### src/inc/ipe_pkg.sv
// Package: constants and types for the interrupt priority and extended mask block
package ipe_pkg;

  // ---------------------------------------------------------------------------
  // Register addresses and reset values
  // ---------------------------------------------------------------------------
  localparam logic [7:0] IPE_PRIO_ADDR   = 8'hB8;
  localparam logic [7:0] IPE_EMASK_ADDR  = 8'hE6;
  localparam logic [7:0] IPE_PRIO_RESET  = 8'h80;
  localparam logic [7:0] IPE_EMASK_RESET = 8'h00;
  localparam logic [7:0] IPE_UNMAPPED_RD = 8'h00;

  // ---------------------------------------------------------------------------
  // Field positions of the priority register
  // ---------------------------------------------------------------------------
  localparam int IPE_P_EXT0   = 0;
  localparam int IPE_P_TMR0   = 1;
  localparam int IPE_P_EXT1   = 2;
  localparam int IPE_P_TMR1   = 3;
  localparam int IPE_P_UART   = 4;
  localparam int IPE_P_TMR2   = 5;
  localparam int IPE_P_SPI    = 6;
  localparam int IPE_P_UNUSED = 7;

  // ---------------------------------------------------------------------------
  // Field positions of the extended mask register
  // ---------------------------------------------------------------------------
  localparam int IPE_M_TWOWIRE = 0;
  localparam int IPE_M_PMATCH  = 1;
  localparam int IPE_M_ADCWIN  = 2;
  localparam int IPE_M_ADCDONE = 3;
  localparam int IPE_M_CAPARR  = 4;
  localparam int IPE_M_COMP    = 5;
  localparam int IPE_M_RSVD    = 6;
  localparam int IPE_M_TMR3    = 7;

  // ---------------------------------------------------------------------------
  // Source indices, lowest index wins within a level
  // ---------------------------------------------------------------------------
  localparam int IPE_NUM_SRC   = 15;
  localparam int IPE_NUM_LEG   = 7;
  localparam int IPE_S_TWOWIRE = 7;
  localparam int IPE_S_PMATCH  = 8;
  localparam int IPE_S_ADCWIN  = 9;
  localparam int IPE_S_ADCDONE = 10;
  localparam int IPE_S_CAPARR  = 11;
  localparam int IPE_S_COMP    = 12;
  localparam int IPE_S_RSVD    = 13;
  localparam int IPE_S_TMR3    = 14;

  // ---------------------------------------------------------------------------
  // Types
  // ---------------------------------------------------------------------------
  typedef struct packed {
    logic [7:0] addr;
    logic       wr;
    logic       rd;
    logic [7:0] wdata;
    logic       bit_set;
    logic       bit_clr;
    logic [2:0] bit_sel;
  } ipe_sfr_req_t;

  typedef struct packed {
    logic timer3_low_overflow_flag;
    logic timer3_high_overflow_flag;
    logic comparator_rise_flag;
    logic comparator_fall_flag;
    logic capture_array_req;
    logic adc_done_flag;
    logic adc_window_flag;
    logic port_match_req;
    logic twowire_req;
  } ipe_ext_flags_t;

  typedef struct packed {
    logic [3:0] index;
    logic       high;
  } ipe_irq_sel_t;

  typedef enum logic [1:0] {
    IPE_SVC_IDLE    = 2'b00,
    IPE_SVC_LOW     = 2'b01,
    IPE_SVC_HIGH    = 2'b10,
    IPE_SVC_HI_O_LO = 2'b11
  } ipe_svc_t;

endpackage : ipe_pkg

### src/verilog/ipe_irq_prio_mask.sv
// Module: interrupt priority register, extended mask register and arbitration
// Behaviour
// - Priority bit 7 reads one, writes ignored.
// - Priority bit 6 raises SPI to high.
// - Priority bit 5 raises timer 2 to high.
// - Priority bit 4 raises UART to high.
// - Priority bit 3 low keeps timer 1 low.
// - Priority bit 2 raises external interrupt 1.
// - Priority bit 1 raises timer 0 to high.
// - Priority bit 0 raises external interrupt 0.
// - Priority register has bit set and clear.
// - Mask bit 7 gates both timer 3 flags.
// - Mask bit 5 gates both comparator flags.
// - Mask bit 4 gates capture array requests.
// - Mask bit 3 gates ADC conversion done.
// - Mask bit 2 gates ADC window compare.
// - Mask bit 1 gates port match events.
// - Mask bit 0 gates two-wire bus requests.
// - Global gate low blocks every source.
`timescale 1ns/1ps
module ipe_irq_prio_mask
  import ipe_pkg::*;
(
  input  wire logic                    REF_CLK,
  input  wire logic                    RESET_N,
  input  wire ipe_sfr_req_t            SFR_REQ,
  output logic [7:0]                   SFR_RDATA,
  output logic                         SFR_RVALID,
  input  wire logic                    GLOBAL_IRQ_GATE,
  input  wire logic [IPE_NUM_LEG-1:0]  LEGACY_PEND,
  input  wire logic [IPE_NUM_LEG-1:0]  LEGACY_EN,
  input  wire ipe_ext_flags_t          EXT_FLAGS,
  input  wire logic [7:0]              EXT_PRIO_HIGH,
  input  wire logic                    IRQ_ACK,
  input  wire logic                    IRQ_RETI,
  output logic                         IRQ_REQ,
  output ipe_irq_sel_t                 IRQ_SEL,
  output ipe_svc_t                     SVC_STATE
);

  // ---------------------------------------------------------------------------
  // Declarations
  // ---------------------------------------------------------------------------
  logic [6:0]             prio_reg;
  logic [7:0]             emask_reg;
  logic [7:0]             prio_view;
  logic [7:0]             rdata_reg;
  logic                   rvalid_reg;
  logic                   hit_prio;
  logic                   hit_emask;
  logic [IPE_NUM_SRC-1:0] src_pend;
  logic [IPE_NUM_SRC-1:0] src_en;
  logic [IPE_NUM_SRC-1:0] src_high;
  logic [IPE_NUM_SRC-1:0] live_req;
  logic [IPE_NUM_SRC-1:0] high_req;
  logic [IPE_NUM_SRC-1:0] low_req;
  logic                   high_found;
  logic                   low_found;
  logic [3:0]             high_index;
  logic [3:0]             low_index;
  logic                   high_allowed;
  logic                   low_allowed;
  logic                   cand_valid;
  ipe_irq_sel_t           cand_sel;
  logic                   irq_req_reg;
  ipe_irq_sel_t           irq_sel_reg;
  ipe_svc_t               svc_reg;
  ipe_svc_t               svc_next;
  logic                   ack_taken;

  // ---------------------------------------------------------------------------
  // Address decode
  // ---------------------------------------------------------------------------
  assign hit_prio  = (SFR_REQ.addr == IPE_PRIO_ADDR);
  assign hit_emask = (SFR_REQ.addr == IPE_EMASK_ADDR);

  // Bit 7 is not stored and always reads as one
  assign prio_view = {IPE_PRIO_RESET[IPE_P_UNUSED], prio_reg};

  // ---------------------------------------------------------------------------
  // Priority register
  // ---------------------------------------------------------------------------
  always_ff @(posedge REF_CLK) begin
    if (!RESET_N) begin
      prio_reg <= IPE_PRIO_RESET[6:0];
    end else if (hit_prio && SFR_REQ.wr) begin
      // Whole-byte write drops bit 7
      prio_reg <= SFR_REQ.wdata[6:0];
    end else if (hit_prio && SFR_REQ.bit_sel != 3'(IPE_P_UNUSED)) begin
      // Single-bit operations, bit 7 ignored
      if (SFR_REQ.bit_set) begin
        prio_reg[SFR_REQ.bit_sel] <= 1'b1;
      end else if (SFR_REQ.bit_clr) begin
        prio_reg[SFR_REQ.bit_sel] <= 1'b0;
      end
    end
  end

  // ---------------------------------------------------------------------------
  // Extended mask register
  // ---------------------------------------------------------------------------
  // Bit 6 is stored as written and steers nothing; software keeps it zero
  always_ff @(posedge REF_CLK) begin
    if (!RESET_N) begin
      emask_reg <= IPE_EMASK_RESET;
    end else if (hit_emask && SFR_REQ.wr) begin
      emask_reg <= SFR_REQ.wdata;
    end
  end

  // ---------------------------------------------------------------------------
  // Read path, one cycle after the read strobe
  // ---------------------------------------------------------------------------
  always_ff @(posedge REF_CLK) begin
    if (!RESET_N) begin
      rdata_reg  <= IPE_UNMAPPED_RD;
      rvalid_reg <= 1'b0;
    end else if (SFR_REQ.rd && hit_prio) begin
      rdata_reg  <= prio_view;
      rvalid_reg <= 1'b1;
    end else if (SFR_REQ.rd && hit_emask) begin
      rdata_reg  <= emask_reg;
      rvalid_reg <= 1'b1;
    end else begin
      rdata_reg  <= IPE_UNMAPPED_RD;
      rvalid_reg <= 1'b0;
    end
  end

  assign SFR_RDATA  = rdata_reg;
  assign SFR_RVALID = rvalid_reg;

  // ---------------------------------------------------------------------------
  // Legacy sources: pending, enable and priority level
  // ---------------------------------------------------------------------------
  assign src_pend[IPE_NUM_LEG-1:0] = LEGACY_PEND;
  assign src_en[IPE_NUM_LEG-1:0]   = LEGACY_EN;

  assign src_high[IPE_P_EXT0] = prio_reg[IPE_P_EXT0];
  assign src_high[IPE_P_TMR0] = prio_reg[IPE_P_TMR0];
  assign src_high[IPE_P_EXT1] = prio_reg[IPE_P_EXT1];
  // Timer 1 follows its bit like every other legacy source
  assign src_high[IPE_P_TMR1] = prio_reg[IPE_P_TMR1];
  assign src_high[IPE_P_UART] = prio_reg[IPE_P_UART];
  assign src_high[IPE_P_TMR2] = prio_reg[IPE_P_TMR2];
  assign src_high[IPE_P_SPI]  = prio_reg[IPE_P_SPI];

  // ---------------------------------------------------------------------------
  // Extended sources: pending flags
  // ---------------------------------------------------------------------------
  assign src_pend[IPE_S_TWOWIRE] = EXT_FLAGS.twowire_req;
  assign src_pend[IPE_S_PMATCH]  = EXT_FLAGS.port_match_req;
  assign src_pend[IPE_S_ADCWIN]  = EXT_FLAGS.adc_window_flag;
  assign src_pend[IPE_S_ADCDONE] = EXT_FLAGS.adc_done_flag;
  assign src_pend[IPE_S_CAPARR]  = EXT_FLAGS.capture_array_req;
  assign src_pend[IPE_S_COMP]    = EXT_FLAGS.comparator_rise_flag
                                 | EXT_FLAGS.comparator_fall_flag;
  assign src_pend[IPE_S_RSVD]    = 1'b0;
  assign src_pend[IPE_S_TMR3]    = EXT_FLAGS.timer3_low_overflow_flag
                                 | EXT_FLAGS.timer3_high_overflow_flag;

  // ---------------------------------------------------------------------------
  // Extended sources: masks
  // ---------------------------------------------------------------------------
  assign src_en[IPE_S_TWOWIRE] = emask_reg[IPE_M_TWOWIRE];
  assign src_en[IPE_S_PMATCH]  = emask_reg[IPE_M_PMATCH];
  assign src_en[IPE_S_ADCWIN]  = emask_reg[IPE_M_ADCWIN];
  assign src_en[IPE_S_ADCDONE] = emask_reg[IPE_M_ADCDONE];
  assign src_en[IPE_S_CAPARR]  = emask_reg[IPE_M_CAPARR];
  assign src_en[IPE_S_COMP]    = emask_reg[IPE_M_COMP];
  assign src_en[IPE_S_RSVD]    = 1'b0;
  assign src_en[IPE_S_TMR3]    = emask_reg[IPE_M_TMR3];

  // ---------------------------------------------------------------------------
  // Extended sources: levels come from the external priority register
  // ---------------------------------------------------------------------------
  assign src_high[IPE_S_TWOWIRE] = EXT_PRIO_HIGH[IPE_M_TWOWIRE];
  assign src_high[IPE_S_PMATCH]  = EXT_PRIO_HIGH[IPE_M_PMATCH];
  assign src_high[IPE_S_ADCWIN]  = EXT_PRIO_HIGH[IPE_M_ADCWIN];
  assign src_high[IPE_S_ADCDONE] = EXT_PRIO_HIGH[IPE_M_ADCDONE];
  assign src_high[IPE_S_CAPARR]  = EXT_PRIO_HIGH[IPE_M_CAPARR];
  assign src_high[IPE_S_COMP]    = EXT_PRIO_HIGH[IPE_M_COMP];
  assign src_high[IPE_S_RSVD]    = 1'b0;
  assign src_high[IPE_S_TMR3]    = EXT_PRIO_HIGH[IPE_M_TMR3];

  // ---------------------------------------------------------------------------
  // Gating and split by level
  // ---------------------------------------------------------------------------
  assign live_req = src_pend & src_en & {IPE_NUM_SRC{GLOBAL_IRQ_GATE}};
  assign high_req = live_req & src_high;
  assign low_req  = live_req & ~src_high;

  ipe_pick_first u_pick_high (
    .req   (high_req),
    .found (high_found),
    .index (high_index)
  );

  ipe_pick_first u_pick_low (
    .req   (low_req),
    .found (low_found),
    .index (low_index)
  );

  // ---------------------------------------------------------------------------
  // Preemption check against the running service level
  // ---------------------------------------------------------------------------
  // High may interrupt idle or a low routine; low only an idle CPU
  assign high_allowed = (svc_reg == IPE_SVC_IDLE) || (svc_reg == IPE_SVC_LOW);
  assign low_allowed  = (svc_reg == IPE_SVC_IDLE);

  always_comb begin
    cand_valid     = 1'b0;
    cand_sel.index = 4'h0;
    cand_sel.high  = 1'b0;
    if (high_found && high_allowed) begin
      cand_valid     = 1'b1;
      cand_sel.index = high_index;
      cand_sel.high  = 1'b1;
    end else if (low_found && low_allowed) begin
      cand_valid     = 1'b1;
      cand_sel.index = low_index;
      cand_sel.high  = 1'b0;
    end
  end

  // ---------------------------------------------------------------------------
  // Request register toward the CPU
  // ---------------------------------------------------------------------------
  assign ack_taken = irq_req_reg && IRQ_ACK;

  // Drops for one cycle after an acknowledge so the new level is seen
  always_ff @(posedge REF_CLK) begin
    if (!RESET_N) begin
      irq_req_reg       <= 1'b0;
      irq_sel_reg.index <= 4'h0;
      irq_sel_reg.high  <= 1'b0;
    end else if (ack_taken) begin
      irq_req_reg <= 1'b0;
    end else begin
      irq_req_reg <= cand_valid;
      irq_sel_reg <= cand_sel;
    end
  end

  assign IRQ_REQ = irq_req_reg;
  assign IRQ_SEL = irq_sel_reg;

  // ---------------------------------------------------------------------------
  // Service level tracking
  // ---------------------------------------------------------------------------
  always_comb begin
    svc_next = svc_reg;
    if (ack_taken) begin
      case (svc_reg)
        IPE_SVC_IDLE: begin
          svc_next = irq_sel_reg.high ? IPE_SVC_HIGH : IPE_SVC_LOW;
        end
        IPE_SVC_LOW: begin
          svc_next = IPE_SVC_HI_O_LO;
        end
        default: begin
          svc_next = svc_reg;
        end
      endcase
    end else if (IRQ_RETI) begin
      case (svc_reg)
        IPE_SVC_LOW: begin
          svc_next = IPE_SVC_IDLE;
        end
        IPE_SVC_HIGH: begin
          svc_next = IPE_SVC_IDLE;
        end
        IPE_SVC_HI_O_LO: begin
          svc_next = IPE_SVC_LOW;
        end
        default: begin
          svc_next = IPE_SVC_IDLE;
        end
      endcase
    end
  end

  always_ff @(posedge REF_CLK) begin
    if (!RESET_N) begin
      svc_reg <= IPE_SVC_IDLE;
    end else begin
      svc_reg <= svc_next;
    end
  end

  assign SVC_STATE = svc_reg;

endmodule : ipe_irq_prio_mask

### src/verilog/ipe_pick_first.sv
// Module: finds the lowest-index set bit of a request vector
`timescale 1ns/1ps
module ipe_pick_first
  import ipe_pkg::*;
(
  input  wire logic [IPE_NUM_SRC-1:0] req,
  output logic                        found,
  output logic [3:0]                  index
);

  // ---------------------------------------------------------------------------
  // Scan from the top so the lowest set bit is the last one kept
  // ---------------------------------------------------------------------------
  always_comb begin
    found = 1'b0;
    index = 4'h0;
    for (int i = IPE_NUM_SRC - 1; i >= 0; i--) begin
      if (req[i]) begin
        found = 1'b1;
        index = 4'(i);
      end
    end
  end

endmodule : ipe_pick_first

### config.mk
export PLATFORM = sky130hd
export DESIGN_NAME = ipe_irq_prio_mask
export DESIGN_NICKNAME = d
export VERILOG_FILES = /design/src/inc/ipe_pkg.sv /design/src/verilog/ipe_irq_prio_mask.sv /design/src/verilog/ipe_pick_first.sv
export SDC_FILE = /design/constraint.sdc
export NUM_CORES = 1
export LEC_CHECK = 0
export BUFFER_PORTS_ARGS = -buffer_cell sky130_fd_sc_hd__buf_4
export CAP_MARGIN = 20
export CORE_MARGIN = 4
export CORE_UTILIZATION = 48
export DETAILED_ROUTE_END_ITERATION = 8
export GPL_ROUTABILITY_DRIVEN = 0
export PLACE_DENSITY = 0.81
export SYNTH_ARGS = -nofsm -noshare
export SYNTH_HDL_FRONTEND = slang
export SYNTH_SLANG_ARGS = --single-unit
### constraint.sdc
create_clock -name REF_CLK -period 2.9 [get_ports REF_CLK]
set_input_delay 0.58 -clock REF_CLK [delete_from_list [all_inputs] [get_ports REF_CLK]]
set_output_delay 0.58 -clock REF_CLK [all_outputs]
set_load 0.05 [all_outputs]
# --- Word-level counts from Yosys, hierarchy flattened ---
# Index checks and enable logic that the tools add are counted.
word_totals:
  ff_bits: 32
  latchBits: 0
  mem_bits_rw: 0
  romBits: 0
  inputBits: 59
  output_inout_bits: 17
  wordCells: 123
  mem_count: 0
classes:
  add_sub_neg: 0
  mul: 0
  div: 0
  n_lt_le_gt_ge: 2
  n_eq_ne: 6
  n_shift: 0
  muxes: 79
  bitwise: 11
  reduce_logical: 17
ops:
  columns: ["op", "n"]
  rows:
  - ["4-bit 2-to-1 mux", 30]
  - ["15-bit bitwise AND", 4]
  - ["1-bit 2-to-1 mux", 36]
  - ["7-bit 2-to-1 mux", 4]
  - ["8-bit == test, second input constant", 2]
  - ["8-bit 2-to-1 mux", 2]
  - ["15-bit inverter", 1]
  - ["5-bit 2-to-1 mux", 2]
  - ["1-bit logical AND", 9]
  - ["7-bit bitwise AND", 1]
  - ["7-bit inverter", 1]
  - ["7-bit OR", 1]
  - ["2-bit 2-to-1 mux", 3]
  - ["3-bit by 4-bit less-than comparator with 1-bit output, second input constant", 1]
  - ["2-bit one-hot mux with 2 select lines", 1]
  - ["2-bit AND reduction", 2]
  - ["2-bit nonzero test", 2]
  - ["1-bit demux with 3-bit select", 1]
  - ["3-bit by 1-bit >= comparator with 1-bit output, second input constant", 1]
  - ["3-bit by 2-bit inequality test with 1-bit output, second input constant", 1]
  - ["3-bit inequality test, second input constant", 1]
  - ["3-bit nonzero test", 1]
  - ["2-bit by 1-bit == test with 1-bit output, second input constant", 1]
  - ["2-bit == test, second input constant", 1]
  - ["5 further kinds", 6]

# --- Longest topological paths before layout ---
logic_depth:
  depth_word: 22
  depth_mapped: 9
  depth_no_buf: 6

# --- Modules after synthesis ---
# A second synthesis with hierarchy kept.
hier_totals:
  hier_cells: 285
  hier_area_um2: 2031.9
modules_own_cells:
  columns: ["mod", "instances", "cells_each", "area_per_inst_um2", "seq_area_each_um2"]
  rows:
  - ["ipe_irq_prio_mask", 1, 231, 1711.6, 640.6]
  - ["ipe_pick_first", 2, 27, 160.2, 0.0]

# --- Worst setup path before layout ---
# OpenSTA, ideal clock, no wires.
synth_path:
  kind: "input -> register"
  startpoint: "input EXT_FLAGS[5] in the netlist's numbering"
  endpoint: "register irq_sel_reg (netlist bit IRQ_SEL[4])"
  setup_ns: 0.074
  t_arrival_ns: 2.327
  required_time_ns: 2.826
  setup_slack_ns: 0.499
  stages: 6
  n_path_buf: 1
  cell_sequence: "o211a_1 > a21bo_1 > or4_1 > buf_2 > or4b_1 > a31oi_1"
synth_via:
  elab_chain_cells: 20
  word_cells_on_any_way: 61
  classes_between: "54 x mux; 5 x bitwise; 2 x reduce/logical"
synth_lines:
  columns: ["element", "line_no", "text"]
  rows:
  - ["start: declaration", "ipe_irq_prio_mask.sv:32", "input wire ipe_ext_flags_t EXT_FLAGS,"]
  - ["1-bit OR (*)", "ipe_irq_prio_mask.sv:157", "| EXT_FLAGS.comparator_fall_flag;"]
  - ["15-bit bitwise AND (*) (2 in series)", "ipe_irq_prio_mask.sv:189", "assign live_req = src_pend & src_en & {IPE_NUM_SRC{GLOBAL_IRQ_GATE}};"]
  - ["15-bit bitwise AND", "ipe_irq_prio_mask.sv:191", "assign low_req = live_req & ~src_high;"]
  - ["1-bit 2-to-1 mux (13 in series)", "ipe_pick_first.sv:18", "if (req[i]) begin"]
  - ["1-bit logical AND", "ipe_irq_prio_mask.sv:220", "end else if (low_found && low_allowed) begin"]
  - ["5-bit 2-to-1 mux", "ipe_irq_prio_mask.sv:220", null]
  - ["5-bit 2-to-1 mux (*)", "ipe_irq_prio_mask.sv:216", "if (high_found && high_allowed) begin"]
  - ["end signal: assignment", "ipe_irq_prio_mask.sv:242", "irq_sel_reg <= cand_sel;"]
  - ["end: declaration", "ipe_irq_prio_mask.sv:66", "ipe_irq_sel_t irq_sel_reg;"]
# Mark *: on every way between the ends. The rest lies on a longest branch, timed or not.
# A chain may end at the register's enable or synchronous reset.

# --- Worst setup path in the final report ---
layout_path:
  startpoint: "input GLOBAL_IRQ_GATE"
  endpoint: "register irq_sel_reg (netlist bit IRQ_SEL[2])"
layout_via:
  elab_chain_cells: 20
  word_cells_on_any_way: 67
  classes_between: "62 x mux; 3 x bitwise; 2 x reduce/logical"
layout_lines:
  columns: ["element", "line_no", "text"]
  rows:
  - ["start: declaration", "ipe_irq_prio_mask.sv:29", "input wire logic GLOBAL_IRQ_GATE,"]
  - ["15-bit bitwise AND (*)", "ipe_irq_prio_mask.sv:189", null]
  - ["15-bit bitwise AND", "ipe_irq_prio_mask.sv:191", null]
  - ["1-bit 2-to-1 mux (15 in series)", "ipe_pick_first.sv:18", null]
  - ["1-bit logical AND", "ipe_irq_prio_mask.sv:220", null]
  - ["5-bit 2-to-1 mux", "ipe_irq_prio_mask.sv:220", null]
  - ["5-bit 2-to-1 mux (*)", "ipe_irq_prio_mask.sv:216", null]
# Marked as above.

==> impl_metrics.sql <==
INSERT INTO impl_metrics (metric_group, metric, value, unit) VALUES
('synth', 'asyncSetResetFlopFracSynth', '0', ''),
('cts', 'cts_tree', 'yes', ''),
('timing', 'rsz0062_at_grt', 'no', ''),
('pwr', 'powerDensity', '402', 'nW/um^2'),
('final_layout', 'final_design_area_no_fill', '2590', 'sq um'),
('routing', 'vias', '2126', ''),
('final_layout', 'layout.cells.most_common_list', 'buf_4, dfxtp_1, nand2_1', ''),
('final_layout', 'fin_nets', '368', ''),
('synth', 'netlist_area', '1910', 'sq um'),
('worst_setup_path', 'critPathKind', 'primary input to flop', ''),
('cts', 'cts-root-to-sink-buffers', '2', ''),
('synth', 'synth.yosys.warnings', '0', ''),
('final_layout', 'drive_gt1_frac', '0.274', ''),
('routing', 'via_per_inst', '5.94', ''),
('floorplanning', 'die_area', '5050', 'sq um'),
('cts', 'numCtsBuffers', '5', ''),
('timing', 'timing.fmax', '391', 'MHz'),
('pwr', 'worst_vdd_ir', '317', 'uV'),
('global_route', 'grt_use_total', '0.229', ''),
('timing', 'min_period_over_period', '0.882', ''),
('cts', 'numClockSinks', '32', ''),
('status', 'outcome', 'finished clean', ''),
('synth', 'ys_seq_elements', '32', ''),
('pwr', 'p_leak', '1.15', 'nW'),
('global_route', 'initial_antenna_violation_count', '0', ''),
('timing', 'setup_failing_eps_final', '0', ''),
('final_layout', 'num_antenna_cells', '0', ''),
('worst_setup_path', 'critical_path_peak_fanout', '30', ''),
('final_layout', 'most_frequent_standard_cell_in_the_layout_excluding_fill_and_tap_cells', 'buf_4', ''),
('placement', 'post-place-cells', '350', ''),
('synth', 'post_synth_inst_count', '236', ''),
('floorplanning', 'pin_count', '76', ''),
('global_route', 'grt_max_degree', '31', ''),
('placement', 'buffer_ports.inserted', '74', ''),
('routing', 'postRouteWirelength', '5640', 'um'),
('floorplanning', 'die-width', '71.0', 'um'),
('timing', 'final-hold-violation-count', '0', ''),
('final_layout', 'area_growth_syn_to_layout', '36.0', '%'),
('timing', 'final-max-slew-violation-count', '0', ''),
('floorplanning', 'placement_rows', '22', ''),
('global_route', 'grtUsageMet3', '0.0511', ''),
('cts', 'clock_insertion_delay_worst_skew', '0.28', 'ns'),
('pwr', 'totalPowerFinal', '1.04', 'mW'),
('cts', 'post_cts_resized', '0', ''),
('worst_setup_path', 'worstSetupStartpointType', 'primary input', ''),
('worst_setup_path', 'critPathCaptureType', 'flop', ''),
('routing', 'routed_wire_length_per_instance', '15.8', 'um'),
('synth', 'synth_edf_count', '0', ''),
('timing', 'tns', '0', 'ns'),
('floorplanning', 'initial_core_util', '0.509', ''),
('synth', 'avgSynthCellArea', '8.08', 'sq um'),
('cts', 'count_of_hold_buffers_inserted_by_post_cts_repair', '0', ''),
('global_route', 'gr-total-overflow', '0', ''),
('worst_setup_path', 'timing.critical_path.arrival', '2.77', 'ns'),
('cts', 'clock_tree.root_cell', 'clkbuf_8', ''),
('global_route', 'grtUsageMet1', '0.315', ''),
('timing', 'max_slew.worst_pin.slew', '0.637', 'ns'),
('global_route', 'first_pass_grt_wire_length', '9290', 'um'),
('routing', 'drc_errors', '0', ''),
('global_route', 'most_crowded_layer_after_global_routing', 'met2', ''),
('timing', 'fin_worst_skew', '0.00226', 'ns'),
('timing', 'slew_headroom', '0.573', ''),
('routing', 'drt-pass1-iter-count', '5', ''),
('worst_setup_path', 'timing.critical_path.required', '3.11', 'ns'),
('cts', 'post_cts.repair.setup_buffers', '0', ''),
('final_layout', 'finalNonFillerCells', '358', ''),
('final_layout', 'post_route_utilization', '0.693', ''),
('cts', 'worst_setup_hold_path_clk_slew', '0.07', 'ns'),
('synth', 'dominantRegCellSynth', 'dfxtp_1', ''),
('hold_path', 'worst_hold_path_type', 'flop to flop', ''),
('placement', 'dpl-instance-area', '2480', 'sq um'),
('timing', 'post-route-min-period', '2.56', 'ns'),
('floorplanning', 'die_height', '71.0', 'um'),
('global_route', 'grt_use_met2', '0.358', ''),
('synth', 'yosysSeqAreaShare', '0.336', ''),
('synth', 'mappedNetlistNets', '295', ''),
('floorplanning', 'placeableCoreArea', '3740', 'sq um'),
('routing', 'antenna_violating_nets_post_route', '0', ''),
('routing', 'first_iter_violations', '225', ''),
('synth', 'post_synth_num_cell_types', '45', ''),
('cts', 'htreeDepth', '2', ''),
('flow_run', 'timing.max_cap.violations', '0', ''),
('global_route', 'vias_in_the_first_global_route', '1962', ''),
('placement', 'dp_hpwl', '4440', 'um');
## worst max-delay path, cell delays in order
cell,delay [ns]
buf_4,0.20
o211a_1,0.18
a21bo_1,0.23
or4_1,0.66
a2111oi_1,0.54
o211ai_1,0.18
a31oi_1,0.19
## through the flow
step	setup slack [ns]	hold slack [ns]
2_1_floorplan	0.499	0.432
3_3_place_gp	0.246	0.445
3_5_place_dp	0.200	0.472
4_1_cts	0.385	0.482
5_1_grt	0.153	0.513
6_report	0.342	0.475
## kinds of logic after synthesis
kind of cell | share of synthesized area
AND/OR/NAND/NOR | 0.343
AO/OA/AOI/OAI | 0.209
buffers and inverters | 0.0328
flip-flops | 0.336
multiplexers | 0.0787
## final cells by class
type                            count  area (sq um)
Multi-Input combinational cell    191          1200
Fill cell                         340          1150
Sequential cell                    32           641
Timing Repair Buffer               75           563
Clock buffer                        5          68.8
Tap cell                           48          60.1
Clock inverter                      3          42.5
Inverter                            4          15.0
## worst paths after layout
check | start | end | slack, ns | cells past startpoint
setup reg to reg | emask_reg[5]$_SDFFE_PN0P_ | IRQ_SEL[2]$_SDFFE_PN0N_ | 0.52 | 6
hold / removal | emask_reg[6]$_SDFFE_PN0P_ | SFR_RDATA[6]$_SDFF_PN0_ | 0.47 | 2
hold reg to reg | emask_reg[6]$_SDFFE_PN0P_ | SFR_RDATA[6]$_SDFF_PN0_ | 0.47 | 2
setup / recovery | GLOBAL_IRQ_GATE | IRQ_SEL[2]$_SDFFE_PN0N_ | 0.34 | 7
## power breakdown
part | switching (mW) | total, mW | internal [mW]
sequential | 0.00477 | 0.451 | 0.446
combinational | 0.0844 | 0.164 | 0.0796
clock | 0.173 | 0.427 | 0.254
total | 0.262 | 1.04 | 0.780
## routing by layer
layer  vias to the layer above  part of all wire
met3                         9             0.089
met5                         -                 0
li1                       1048                 -
met2                        89              0.45
met4                         0             0.013
met1                       980              0.45
## synthesized netlist by cell type, types with 2 or more instances
cell type   n  area, sq um
nand3_1     5         25.0
nand2b_1    2         12.5
a21oi_1    16         80.1
nand4b_1    8         70.1
buf_2       2         10.0
o21bai_1    2         15.0
o211ai_1    3         22.5
nor3_1      2         10.0
or4_1       3         22.5
dfxtp_1    32          641
nand2_1    28          105
nor2_1     16         60.1
nor3b_1     2         15.0
and3b_1     2         17.5
nand3b_1    3         22.5
mux2i_1    15          150
a31oi_1     7         43.8
o21ai_1     5         25.0
nand4_1    19          119
nor4b_1     2         17.5
inv_1       4         15.0
o21ai_0    16         80.1
and2_1      2         12.5
and4b_1     3         30.0
clkbuf_1    5         18.8
nor2b_1    10         62.6
a21boi_0    2         15.0
o2111ai_1   3         26.3
Note: power is estimated with default switching activity, not from simulation.
